[config.mk]
export PLATFORM = sky130hd
export DESIGN_NAME = sar_adc_host_flat
export DESIGN_NICKNAME = d
export VERILOG_FILES = /design/src/sar_pkg.sv /design/src/sar_link_if.sv /design/src/sar_adc_host.sv /design/src/flat_wrapper.sv
export VERILOG_INCLUDE_DIRS = /design/src /design/src/src
export SDC_FILE = /design/constraint.sdc
export NUM_CORES = 1
export LEC_CHECK = 0
export BUFFER_PORTS_ARGS = -buffer_cell sky130_fd_sc_hd__buf_2
export CORE_MARGIN = 1
export CORE_UTILIZATION = 55
export CTS_CLUSTER_DIAMETER = 80
export DETAILED_ROUTE_END_ITERATION = 6
export GPL_TIMING_DRIVEN = 0
export PLACE_DENSITY_LB_ADDON = 0.25
export REMOVE_ABC_BUFFERS = 1
export SETUP_SLACK_MARGIN = 0.3
export SLEW_MARGIN = 10
export SYNTH_ARGS = -nofsm -noshare
export SYNTH_HDL_FRONTEND = slang
export SYNTH_SLANG_ARGS = --single-unit
[constraint.sdc]
create_clock -name clk -period 7.25 [get_ports clk]
set_input_delay 0.725 -clock clk [delete_from_list [all_inputs] [get_ports clk]]
set_output_delay 0.725 -clock clk [all_outputs]
set_load 0.05 [all_outputs]
[src/sar_defines.svh]
`ifndef SAR_DEFINES_SVH
`define SAR_DEFINES_SVH
// Summary of operation
// - low gain pin maps codes onto 10%..90%
// - reset at power-up or supply below 1V
// - host waits 20us after power-on reset
// - rising start edge powers up, converts
// - start edges ignored during a conversion
// - busy high exactly while converting
// - host moves start only early or after
// - after conversion: power down and acquire
// - conversion ends within 322ns of start
// - host allows 165ns acquisition before start
// - last result kept while powered down
// - host idles output and shift clock
// - shift only when output enabled, clock runs
// - output changes on rising shift clock
// - result msb held until first rising edge
// - new msb shown when busy falls
// - host shift clock fast enough for rate
// - normal mode: read select gates output
// - host lowers one read select at once
// - read select low presents msb at once
// - chain mode: output on, pin is input
// - result is two's complement

`define SAR_CLK_NS 50
`define SAR_RESULT_W 16
`define SAR_SYNC_LAT 3
`define SAR_CONV_MAX_NS 322
`define SAR_CONV_CYCLES (`SAR_CONV_MAX_NS / `SAR_CLK_NS)
`define SAR_ACQ_MIN_NS 165
`define SAR_ACQ_CYCLES ((`SAR_ACQ_MIN_NS + `SAR_CLK_NS - 1) / `SAR_CLK_NS)
`define SAR_POR_NS 20000
`define SAR_POR_CYCLES ((`SAR_POR_NS + `SAR_CLK_NS - 1) / `SAR_CLK_NS)
`define SAR_SCK_HALF 8
// pin vector idle levels: read select idles high, every other pin low
`define SAR_PIN_IDLE 6'h04

`define SAR_REG_CTRL 8'h00
`define SAR_REG_STATUS 8'h04
`define SAR_REG_DATA 8'h08
`define SAR_CTRL_START 0
`define SAR_CTRL_CHAIN 1
`define SAR_CTRL_GAIN 2
`define SAR_CTRL_BITS_LSB 8
`define SAR_CTRL_BITS_MSB 15
`define SAR_CTRL_RESET 32'h0000_1000
`define SAR_STAT_ACTIVE 0
`define SAR_STAT_DONE 1
`define SAR_STAT_PORRDY 2
`define SAR_STAT_DEVBUSY 3
`endif

[src/sar_pkg.sv]
package sar_pkg;
  typedef enum logic [2:0] {
    DEV_REINIT = 3'b001,
    DEV_ACQ = 3'b010,
    DEV_CONV = 3'b100
  } devState_t;
  typedef enum logic [4:0] {
    HOST_IDLE = 5'b00001,
    HOST_CNV = 5'b00010,
    HOST_WAIT = 5'b00100,
    HOST_READ = 5'b01000,
    HOST_ACQ = 5'b10000
  } hostState_t;
endpackage : sar_pkg

[src/sar_link_if.sv]
// pins between converter and its controller; sdo is carried as data plus enable, and the host reads the data line directly
interface sar_link_if;
  logic convertStart;
  logic sck;
  logic readSelectOrChainIn;
  logic chainSel;
  logic gainCompressN;
  logic busy;
  logic sdoData;
  logic sdoEnable;
  modport device (
    input convertStart,
    input sck,
    input readSelectOrChainIn,
    input chainSel,
    input gainCompressN,
    output busy,
    output sdoData,
    output sdoEnable
  );
  modport host (
    output convertStart,
    output sck,
    output readSelectOrChainIn,
    output chainSel,
    output gainCompressN,
    input busy,
    input sdoData,
    input sdoEnable
  );
endinterface : sar_link_if

[src/sar_adc_host.sv]
`include "sar_defines.svh"

module sar_adc_host
  import sar_pkg::*;
#(
  parameter int POR_CYCLES = `SAR_POR_CYCLES,
  parameter int SCK_HALF = `SAR_SCK_HALF,
  parameter int ACQ_CYCLES = `SAR_ACQ_CYCLES
) (
  input wire logic clk,
  input wire logic rst,
  input wire logic psel,
  input wire logic penable,
  input wire logic pwrite,
  input wire logic [7:0] paddr,
  input wire logic [31:0] pwdata,
  output logic [31:0] prdata,
  output logic pready,
  output logic pslverr,
  sar_link_if.host link
);

  hostState_t state_q;
  logic [15:0] porCnt_q;
  logic porReady_q;
  logic chain_q;
  logic gainEn_q;
  logic [7:0] bitCount_q;
  logic startPend_q;
  logic done_q;
  logic [1:0] busySync_q;
  logic [1:0] sdoSync_q;
  logic [15:0] phase_q;
  logic [7:0] bitsLeft_q;
  logic [31:0] rx_q;
  logic [31:0] prdata_q;
  logic cnv_q;
  logic sck_q;
  logic rdl_q;
  logic wrEn;
  logic doneSet;

  // register map check, used only to flag unmapped offsets; the read mux is the case below
  function automatic logic mapped(input logic [7:0] a);
    return a == `SAR_REG_CTRL || a == `SAR_REG_STATUS || a == `SAR_REG_DATA;
  endfunction : mapped

  assign wrEn = psel & penable & pwrite;
  assign pready = 1'b1;
  assign pslverr = psel & penable & ~mapped(paddr);
  assign prdata = prdata_q;
  assign doneSet = (state_q == HOST_ACQ) && (phase_q == 16'h0000);

  // read data is captured in the setup cycle so it comes from a flop in the access cycle
  always_ff @(posedge clk or posedge rst) begin
    if (rst) begin
      prdata_q <= 32'h0000_0000;
    end else if (psel && !penable) begin
      case (paddr)
        `SAR_REG_CTRL: prdata_q <= {16'h0000, bitCount_q, 5'h00, gainEn_q, chain_q, 1'b0};
        `SAR_REG_STATUS: prdata_q <= {28'h0000000, busySync_q[1], porReady_q, done_q,
                                      state_q != HOST_IDLE};
        `SAR_REG_DATA: prdata_q <= rx_q;
        default: prdata_q <= 32'h0000_0000;
      endcase
    end
  end

  // control register and start request; a start asked for while busy is held pending
  always_ff @(posedge clk or posedge rst) begin
    if (rst) begin
      chain_q <= 1'b0;
      gainEn_q <= 1'b0;
      bitCount_q <= 8'(`SAR_CTRL_RESET >> `SAR_CTRL_BITS_LSB);
      startPend_q <= 1'b0;
    end else begin
      if (wrEn && paddr == `SAR_REG_CTRL) begin
        chain_q <= pwdata[`SAR_CTRL_CHAIN];
        gainEn_q <= pwdata[`SAR_CTRL_GAIN];
        bitCount_q <= pwdata[`SAR_CTRL_BITS_MSB:`SAR_CTRL_BITS_LSB];
      end
      if (wrEn && paddr == `SAR_REG_CTRL && pwdata[`SAR_CTRL_START]) begin
        startPend_q <= 1'b1;
      end else if (state_q == HOST_IDLE && porReady_q) begin
        startPend_q <= 1'b0;
      end
    end
  end

  // done flag: set wins over a write-one clear in the same cycle
  always_ff @(posedge clk or posedge rst) begin
    if (rst) begin
      done_q <= 1'b0;
    end else if (doneSet) begin
      done_q <= 1'b1;
    end else if (wrEn && paddr == `SAR_REG_STATUS && pwdata[`SAR_STAT_DONE]) begin
      done_q <= 1'b0;
    end
  end

  // no start until POR_CYCLES after reset; a later supply dip does not restart this count
  always_ff @(posedge clk or posedge rst) begin
    if (rst) begin
      porCnt_q <= 16'h0000;
      porReady_q <= 1'b0;
    end else if (!porReady_q) begin
      porCnt_q <= porCnt_q + 16'h0001;
      porReady_q <= (porCnt_q >= 16'(POR_CYCLES - 1));
    end
  end

  // device outputs come from another domain
  always_ff @(posedge clk or posedge rst) begin
    if (rst) begin
      busySync_q <= 2'b00;
      sdoSync_q <= 2'b00;
    end else begin
      busySync_q <= {busySync_q[0], link.busy};
      sdoSync_q <= {sdoSync_q[0], link.sdoData};
    end
  end

  // sequencer: start, wait for busy, shift out, then hold off for acquisition
  always_ff @(posedge clk or posedge rst) begin
    if (rst) begin
      state_q <= HOST_IDLE;
      cnv_q <= 1'b0;
      sck_q <= 1'b0;
      rdl_q <= 1'b1;
      phase_q <= 16'h0000;
      bitsLeft_q <= 8'h00;
      rx_q <= 32'h0000_0000;
    end else begin
      case (state_q)
        HOST_IDLE: begin
          sck_q <= 1'b0;
          rdl_q <= ~chain_q;
          if (startPend_q && porReady_q) begin
            state_q <= HOST_CNV;
            cnv_q <= 1'b1;
          end
        end
        HOST_CNV: begin
          if (busySync_q[1]) begin
            state_q <= HOST_WAIT;
          end
        end
        HOST_WAIT: begin
          // start line only falls once the conversion is over
          if (!busySync_q[1]) begin
            cnv_q <= 1'b0;
            rdl_q <= 1'b0;
            bitsLeft_q <= bitCount_q;
            phase_q <= 16'(SCK_HALF);
            state_q <= (bitCount_q == 8'h00) ? HOST_ACQ : HOST_READ;
          end
        end
        HOST_READ: begin
          if (phase_q != 16'h0000) begin
            phase_q <= phase_q - 16'h0001;
          end else if (!sck_q) begin
            // sample just before the next rising edge, long after the bit settled
            rx_q <= {rx_q[30:0], sdoSync_q[1]};
            sck_q <= 1'b1;
            bitsLeft_q <= bitsLeft_q - 8'h01;
            phase_q <= 16'(SCK_HALF);
          end else begin
            sck_q <= 1'b0;
            phase_q <= 16'(SCK_HALF);
            if (bitsLeft_q == 8'h00) begin
              rdl_q <= ~chain_q;
              phase_q <= 16'(ACQ_CYCLES);
              state_q <= HOST_ACQ;
            end
          end
        end
        HOST_ACQ: begin
          if (phase_q != 16'h0000) begin
            phase_q <= phase_q - 16'h0001;
          end else begin
            state_q <= HOST_IDLE;
          end
        end
        default: begin
          state_q <= HOST_IDLE;
          cnv_q <= 1'b0;
          sck_q <= 1'b0;
          rdl_q <= 1'b1;
        end
      endcase
    end
  end

  assign link.convertStart = cnv_q;
  assign link.sck = sck_q;
  assign link.readSelectOrChainIn = rdl_q;
  assign link.chainSel = chain_q;
  assign link.gainCompressN = ~gainEn_q;

endmodule : sar_adc_host

[src/flat_wrapper.sv]
// flat-port wrapper written by rule: the top's interface ports become plain ports
module sar_adc_host_flat import sar_pkg::*;
#(
  parameter int POR_CYCLES = `SAR_POR_CYCLES,
  parameter int SCK_HALF = `SAR_SCK_HALF,
  parameter int ACQ_CYCLES = `SAR_ACQ_CYCLES
)
  (clk, rst, psel, penable, pwrite, paddr, pwdata, prdata, pready, pslverr, link_convertStart, link_sck, link_readSelectOrChainIn, link_chainSel, link_gainCompressN, link_busy, link_sdoData, link_sdoEnable);
  sar_link_if link_i ();
  input wire logic clk;
  input wire logic rst;
  input wire logic psel;
  input wire logic penable;
  input wire logic pwrite;
  input wire logic [7:0] paddr;
  input wire logic [31:0] pwdata;
  output logic [31:0] prdata;
  output logic pready;
  output logic pslverr;
  output wire logic [$bits(link_i.convertStart)-1:0] link_convertStart;
  output wire logic [$bits(link_i.sck)-1:0] link_sck;
  output wire logic [$bits(link_i.readSelectOrChainIn)-1:0] link_readSelectOrChainIn;
  output wire logic [$bits(link_i.chainSel)-1:0] link_chainSel;
  output wire logic [$bits(link_i.gainCompressN)-1:0] link_gainCompressN;
  input wire logic [$bits(link_i.busy)-1:0] link_busy;
  input wire logic [$bits(link_i.sdoData)-1:0] link_sdoData;
  input wire logic [$bits(link_i.sdoEnable)-1:0] link_sdoEnable;
  assign link_convertStart = link_i.convertStart;
  assign link_sck = link_i.sck;
  assign link_readSelectOrChainIn = link_i.readSelectOrChainIn;
  assign link_chainSel = link_i.chainSel;
  assign link_gainCompressN = link_i.gainCompressN;
  assign link_i.busy = link_busy;
  assign link_i.sdoData = link_sdoData;
  assign link_i.sdoEnable = link_sdoEnable;
  sar_adc_host #(.POR_CYCLES(POR_CYCLES), .SCK_HALF(SCK_HALF), .ACQ_CYCLES(ACQ_CYCLES)) u_core (.clk(clk), .rst(rst), .psel(psel), .penable(penable), .pwrite(pwrite), .paddr(paddr), .pwdata(pwdata), .prdata(prdata), .pready(pready), .pslverr(pslverr), .link(link_i));
endmodule
# Yosys cells after proc, flatten, opt, wreduce, memory -nomap -nowiden
# Cells that the tools add are included.
# totals
mem_bits_ro	0
mem_count	0
wordCells	114
latch_bits	0
mem_bits_rw	0
output_inout_bits	39
inputBits	48
ff_bits	129
# op_classes
n_reduce_logical	30
n_lt_le_gt_ge	1
multipliers	0
n_bitwise	11
muxes	35
n_eq_ne	17
n_addsub	3
div_mod_pow	0
shifts	0
# op_table
cell	n
case mux 32 bit (3 select lines)	1
two-way mux 16 bit	4
case mux 16 bit (3 select lines)	1
two-way mux 5 bit	8
case mux 5 bit (5 select lines)	1
zero test 8 bit	3
two-way mux 8 bit	3
adder 16 x 1 -> 16 bit, second input constant	1
>= comparator 16 x 9 -> 1 bit, second input constant	1
zero test 16 bit	1
case mux 8 bit (2 select lines)	1
nonzero test 16 bit	1
subtractor 16 x 1 -> 16 bit, second input constant	1
two-way mux 1 bit	12
!= test 2 bit, second input constant	6
AND reduction 3 bit	3
equality test 8 x 3 -> 1 bit, second input constant	1
equality test 8 x 4 -> 1 bit, second input constant	1
logical AND 1 bit	8
NOT 1 bit	8
subtractor 8 x 1 -> 8 bit, second input constant	1
AND reduction 7 bit	1
!= test 2 x 1 -> 1 bit, second input constant	3
nonzero test 2 bit	3
19 further kinds	23

# Depth between registers and ports, before layout
# depth
depth_word	6
ltp_mapped	9

# Least setup slack after synthesis
# No wires, ideal clock.
# synth_timing
kind	input to output
start	input paddr[3]
end	output pslverr
arrival_ns	1.933
n_path_buf	1
path_slack_ns	4.592
stages	3
path_cell_list	buf_1 > a21oi_1 > nor2_1
# synth_between
elab_chain_cells	5
elab_cells_between_ends	7
# synth_rtl
item	line	rtl
start, declared	flat_wrapper.sv:15	input wire logic [7:0] paddr;
equality test 8 x 3 -> 1 bit (no source line) / zero test 8 bit (equally long branches)	n/a	
logical OR 1 bit (no source line)	n/a	
logical OR 1 bit (no source line) *	n/a	
NOT 1 bit *	sar_adc_host.sv:50	assign pslverr = psel & penable & ~mapped(paddr);
AND 1 bit *	sar_adc_host.sv:50	
end, declared	flat_wrapper.sv:19	output logic pslverr;
# Mark *: on every way between the ends. The rest lies on a longest branch, timed or not.

# Worst setup path after layout
# layout_timing
start	register u_core.phase_q[6]
end	register u_core.rx_q[27]
# layout_between
elab_chain_cells	3
# layout_rtl
item	line	rtl
start, declared	sar_adc_host.sv:33	logic [15:0] phase_q;
start signal, assigned	sar_adc_host.sv:154	phase_q <= 16'(SCK_HALF);
start signal, assigned	sar_adc_host.sv:160	phase_q <= phase_q - 16'h0001;
start signal, assigned	sar_adc_host.sv:166	phase_q <= 16'(SCK_HALF);
nonzero test 16 bit	sar_adc_host.sv:159	if (phase_q != 16'h0000) begin
NOT 1 bit (no source line)	n/a	
AND reduction 3 bit (no source line)	n/a	
end signal, assigned	sar_adc_host.sv:163	rx_q <= {rx_q[30:0], sdoSync_q[1]};
end, declared	sar_adc_host.sv:35	logic [31:0] rx_q;
# Every way passes these cells.
# A chain may end at the register's enable or synchronous reset.

==> qor.yml <==
outcome:
  outcome: "finished clean"
clocking:
  cts_setup_buffers: 0
  clk_pin_slew_ps: 70
  cts_sinks: 129
  clkLatencyLatePin_ps: 520
  ctsResizeCount: 0
  hold_buffers: 0
  clock-root-buffer: "clkbuf_8"
  max-clock-path-buffers: 2
  cts-buffers-inserted: 17
  cts_tree: "done"
  htree_levels: 4
floorplanning:
  row_count: 37
  die_y_um: 105
  boundaryPins: 87
  die_w_um: 105
  dieArea_um2: 11100
  core_area_um2: 10300
  start_util: 0.567
routing:
  wirelength_um: 12100
  via_per_inst: 5.88
  drt_iter0_markers: 250
  vias: 4190
  firstDrtPassIters: 5
  postRouteAntennaNets: 0
  drc: 0
  wire_per_inst_um: 17.0
finish:
  final_common_cell: "dfrtp_1"
  nets: 616
  multiInputGateArea_um2: 2450
  area.sequential_um2: 3230
  layout_common_cells: "126 x dfrtp_1, 63 x buf_2, 41 x mux2_2"
  fillCellCount: 774
  num_antenna_cells: 0
  drive_above_1_share: 0.274
  syn2layout_area_growth_pct: 16.8
timing:
  worst-slew-pin-transition_ps: 749
  post-route-period-util: 0.401
  period_needed_ps: 2910
  finalSetupTns_ps: 0
  grt_setup_unrepaired: "no"
  slew_headroom: 0.493
  skew_ps: 8.78
  timing.final.hold_violations: 0
  setup_viol: 0
  fmax_ghz: 0.344
  drv_slew: 0
global_routing:
  grt-ovfl-total: 0
  grtUsageMet1: 0.315
  grt_pass1_vias: 4242
  grt_max_degree: 73
  grt_busiest_layer: "met2"
  grtUsageMet3: 0.0568
  grt_use_met2: 0.377
  track_usage: 0.238
  grt_first_pass_wirelength_um: 20500
  antenna_found_initial: 0
placed_design:
  io_buffers: 63
  dp.final_hpwl_um: 8090
  place.gp.congestion: 0.884
critical_path:
  r2r-end: "u_core.rx_q[27]"
  critPathTopFamily: "simple AND/OR/NAND/NOR gates"
  crit_path_max_incr_delay_ps: 630
  cp_common_cell: "buf_8"
  critPathArrivalTime_ps: 3310
  cp_cell_sequence: "nor4_2, nand4_2, nor3_4, buf_8, buf_8, mux2_2"
  path_class: "flop to flop"
  crit_cells: 6
  critical_path.slowest_cell: "nor4_2"
  critical_path.endpoint_type: "flop"
  r2r_cells: 6
  cp_max_fo: 16
  worstPathRequired_ps: 7650
  worst-path-buf-inv: 2
  r2r-start: "u_core.phase_q[6]"
  cp-start-kind: "flop"
  rrSetupSlack_ps: 4340
yosys:
  ys.warnings.count: 0
  synth-seq-cells: 129
  synth_edf_count: 0
  ys.flop_type: "dfrtp_1"
  synth_cells: 500
  ys_types: 66
  yosysSeqAreaShare: 0.552
  ys_async_sr_fraction: 1.00
  syn_area_um2: 5850
  syn_area_per_cell_um2: 11.7
power:
  ir_worst_vdd_uv: 134
  power_density_nw_per_um2: 229
  p_leak_nw: 3.33
  total_power_mw: 1.57
hold_path:
  min_path_type: "input port to async pin"
flow_run:
  maxCapViolCount: 0
## power breakdown
part | switching (mW) | internal (mW) | total (mW)
Sequential | 0.00197 | 0.722 | 0.724
Combinational | 0.0276 | 0.0106 | 0.0382
Clock | 0.340 | 0.464 | 0.804
## area by class of cell
cell class,count,area share
clock buffers,17,0.0606
clock inverters,15,0.0218
inverters,10,0.00622
multi-input cells,339,0.359
flip-flops and latches,129,0.473
well taps,136,0.0249
repair buffers,66,0.0545
## worst max path at each step
| stage | start | to | slack [ps] |
|---|---|---|---|
| after floorplan | rst | u_core.bitCount_q[0] | 3090 |
| after global placement | rst | u_core.bitCount_q[2] | 1780 |
| after detailed placement | penable | u_core.prdata[30] | 4250 |
| after CTS | u_core.phase_q[6] | u_core.rx_q[27] | 4380 |
| after global routing | u_core.phase_q[6] | u_core.rx_q[27] | 4130 |
| final | u_core.phase_q[6] | u_core.rx_q[27] | 4340 |
## cell usage after synthesis (3+ instances only)
cell / count / area share
dfrtp_1: 126 / 0.54
mux2_2: 41 / 0.079
o21ai_0: 33 / 0.028
nand2_1: 31 / 0.020
nor2_1: 30 / 0.019
a22o_1: 24 / 0.036
nand3_1: 18 / 0.015
a21oi_1: 14 / 0.012
clkbuf_1: 13 / 0.0083
xnor2_1: 13 / 0.019
mux2i_1: 12 / 0.021
inv_1: 10 / 0.0064
nor3_1: 10 / 0.0086
xor2_1: 10 / 0.015
nand4_1: 7 / 0.0075
nor4_1: 7 / 0.0075
buf_6: 5 / 0.0096
ha_1: 5 / 0.011
nor2b_1: 5 / 0.0053
o31ai_1: 5 / 0.0064
a211oi_1: 4 / 0.0051
and3_1: 4 / 0.0043
nand2b_1: 4 / 0.0043
o2111ai_1: 4 / 0.0060
a22oi_1: 3 / 0.0038
buf_4: 3 / 0.0038
dfstp_2: 3 / 0.013
o22ai_1: 3 / 0.0032
or3_1: 3 / 0.0032
## sequential cells by signal, indices dropped and copies added, names as in the netlist, 5 cells and up
register,flops
u_core.phase_q,16
u_core.state_q,5
u_core.rx_q,32
u_core.bitCount_q,8
u_core.bitsLeft_q,8
u_core.porCnt_q,16
u_core.prdata,32
## routing by layer
| layer | part of all wire | up-vias |
|---|---|---|
| li1 | - | 1981 |
| met1 | 0.45 | 2074 |
| met2 | 0.49 | 112 |
| met3 | 0.042 | 23 |
| met4 | 0.018 | 0 |
| met5 | 0 | - |
## stage by stage
| stage | area [µm²] | setup slack, ps | hold slack (ps) | cells | utilization |
|---|---|---|---|---|---|
| final | 6840 | 4340 | 272 | 712 | 0.662 |
| after global routing | 6840 | 4130 | 297 | 712 | 0.662 |
| after CTS | 6830 | 4380 | 274 | 712 | 0.662 |
| after detailed placement | 6270 | 4250 | 336 | 680 | 0.607 |
| after global placement | 6210 | 1780 | 332 | 677 | 0.601 |
| after floorplan | 5720 | 3090 | 331 | 478 | - |
## kinds of logic after synthesis
kind of cell,share of synthesized area
xor+xnor,0.0344
other cells,0.000641
mux,0.103
buf+inv,0.0289
compound gates,0.133
simple gates,0.137
fa+ha+maj,0.0107
flops,0.552
Power figures use the tool's default switching activity.
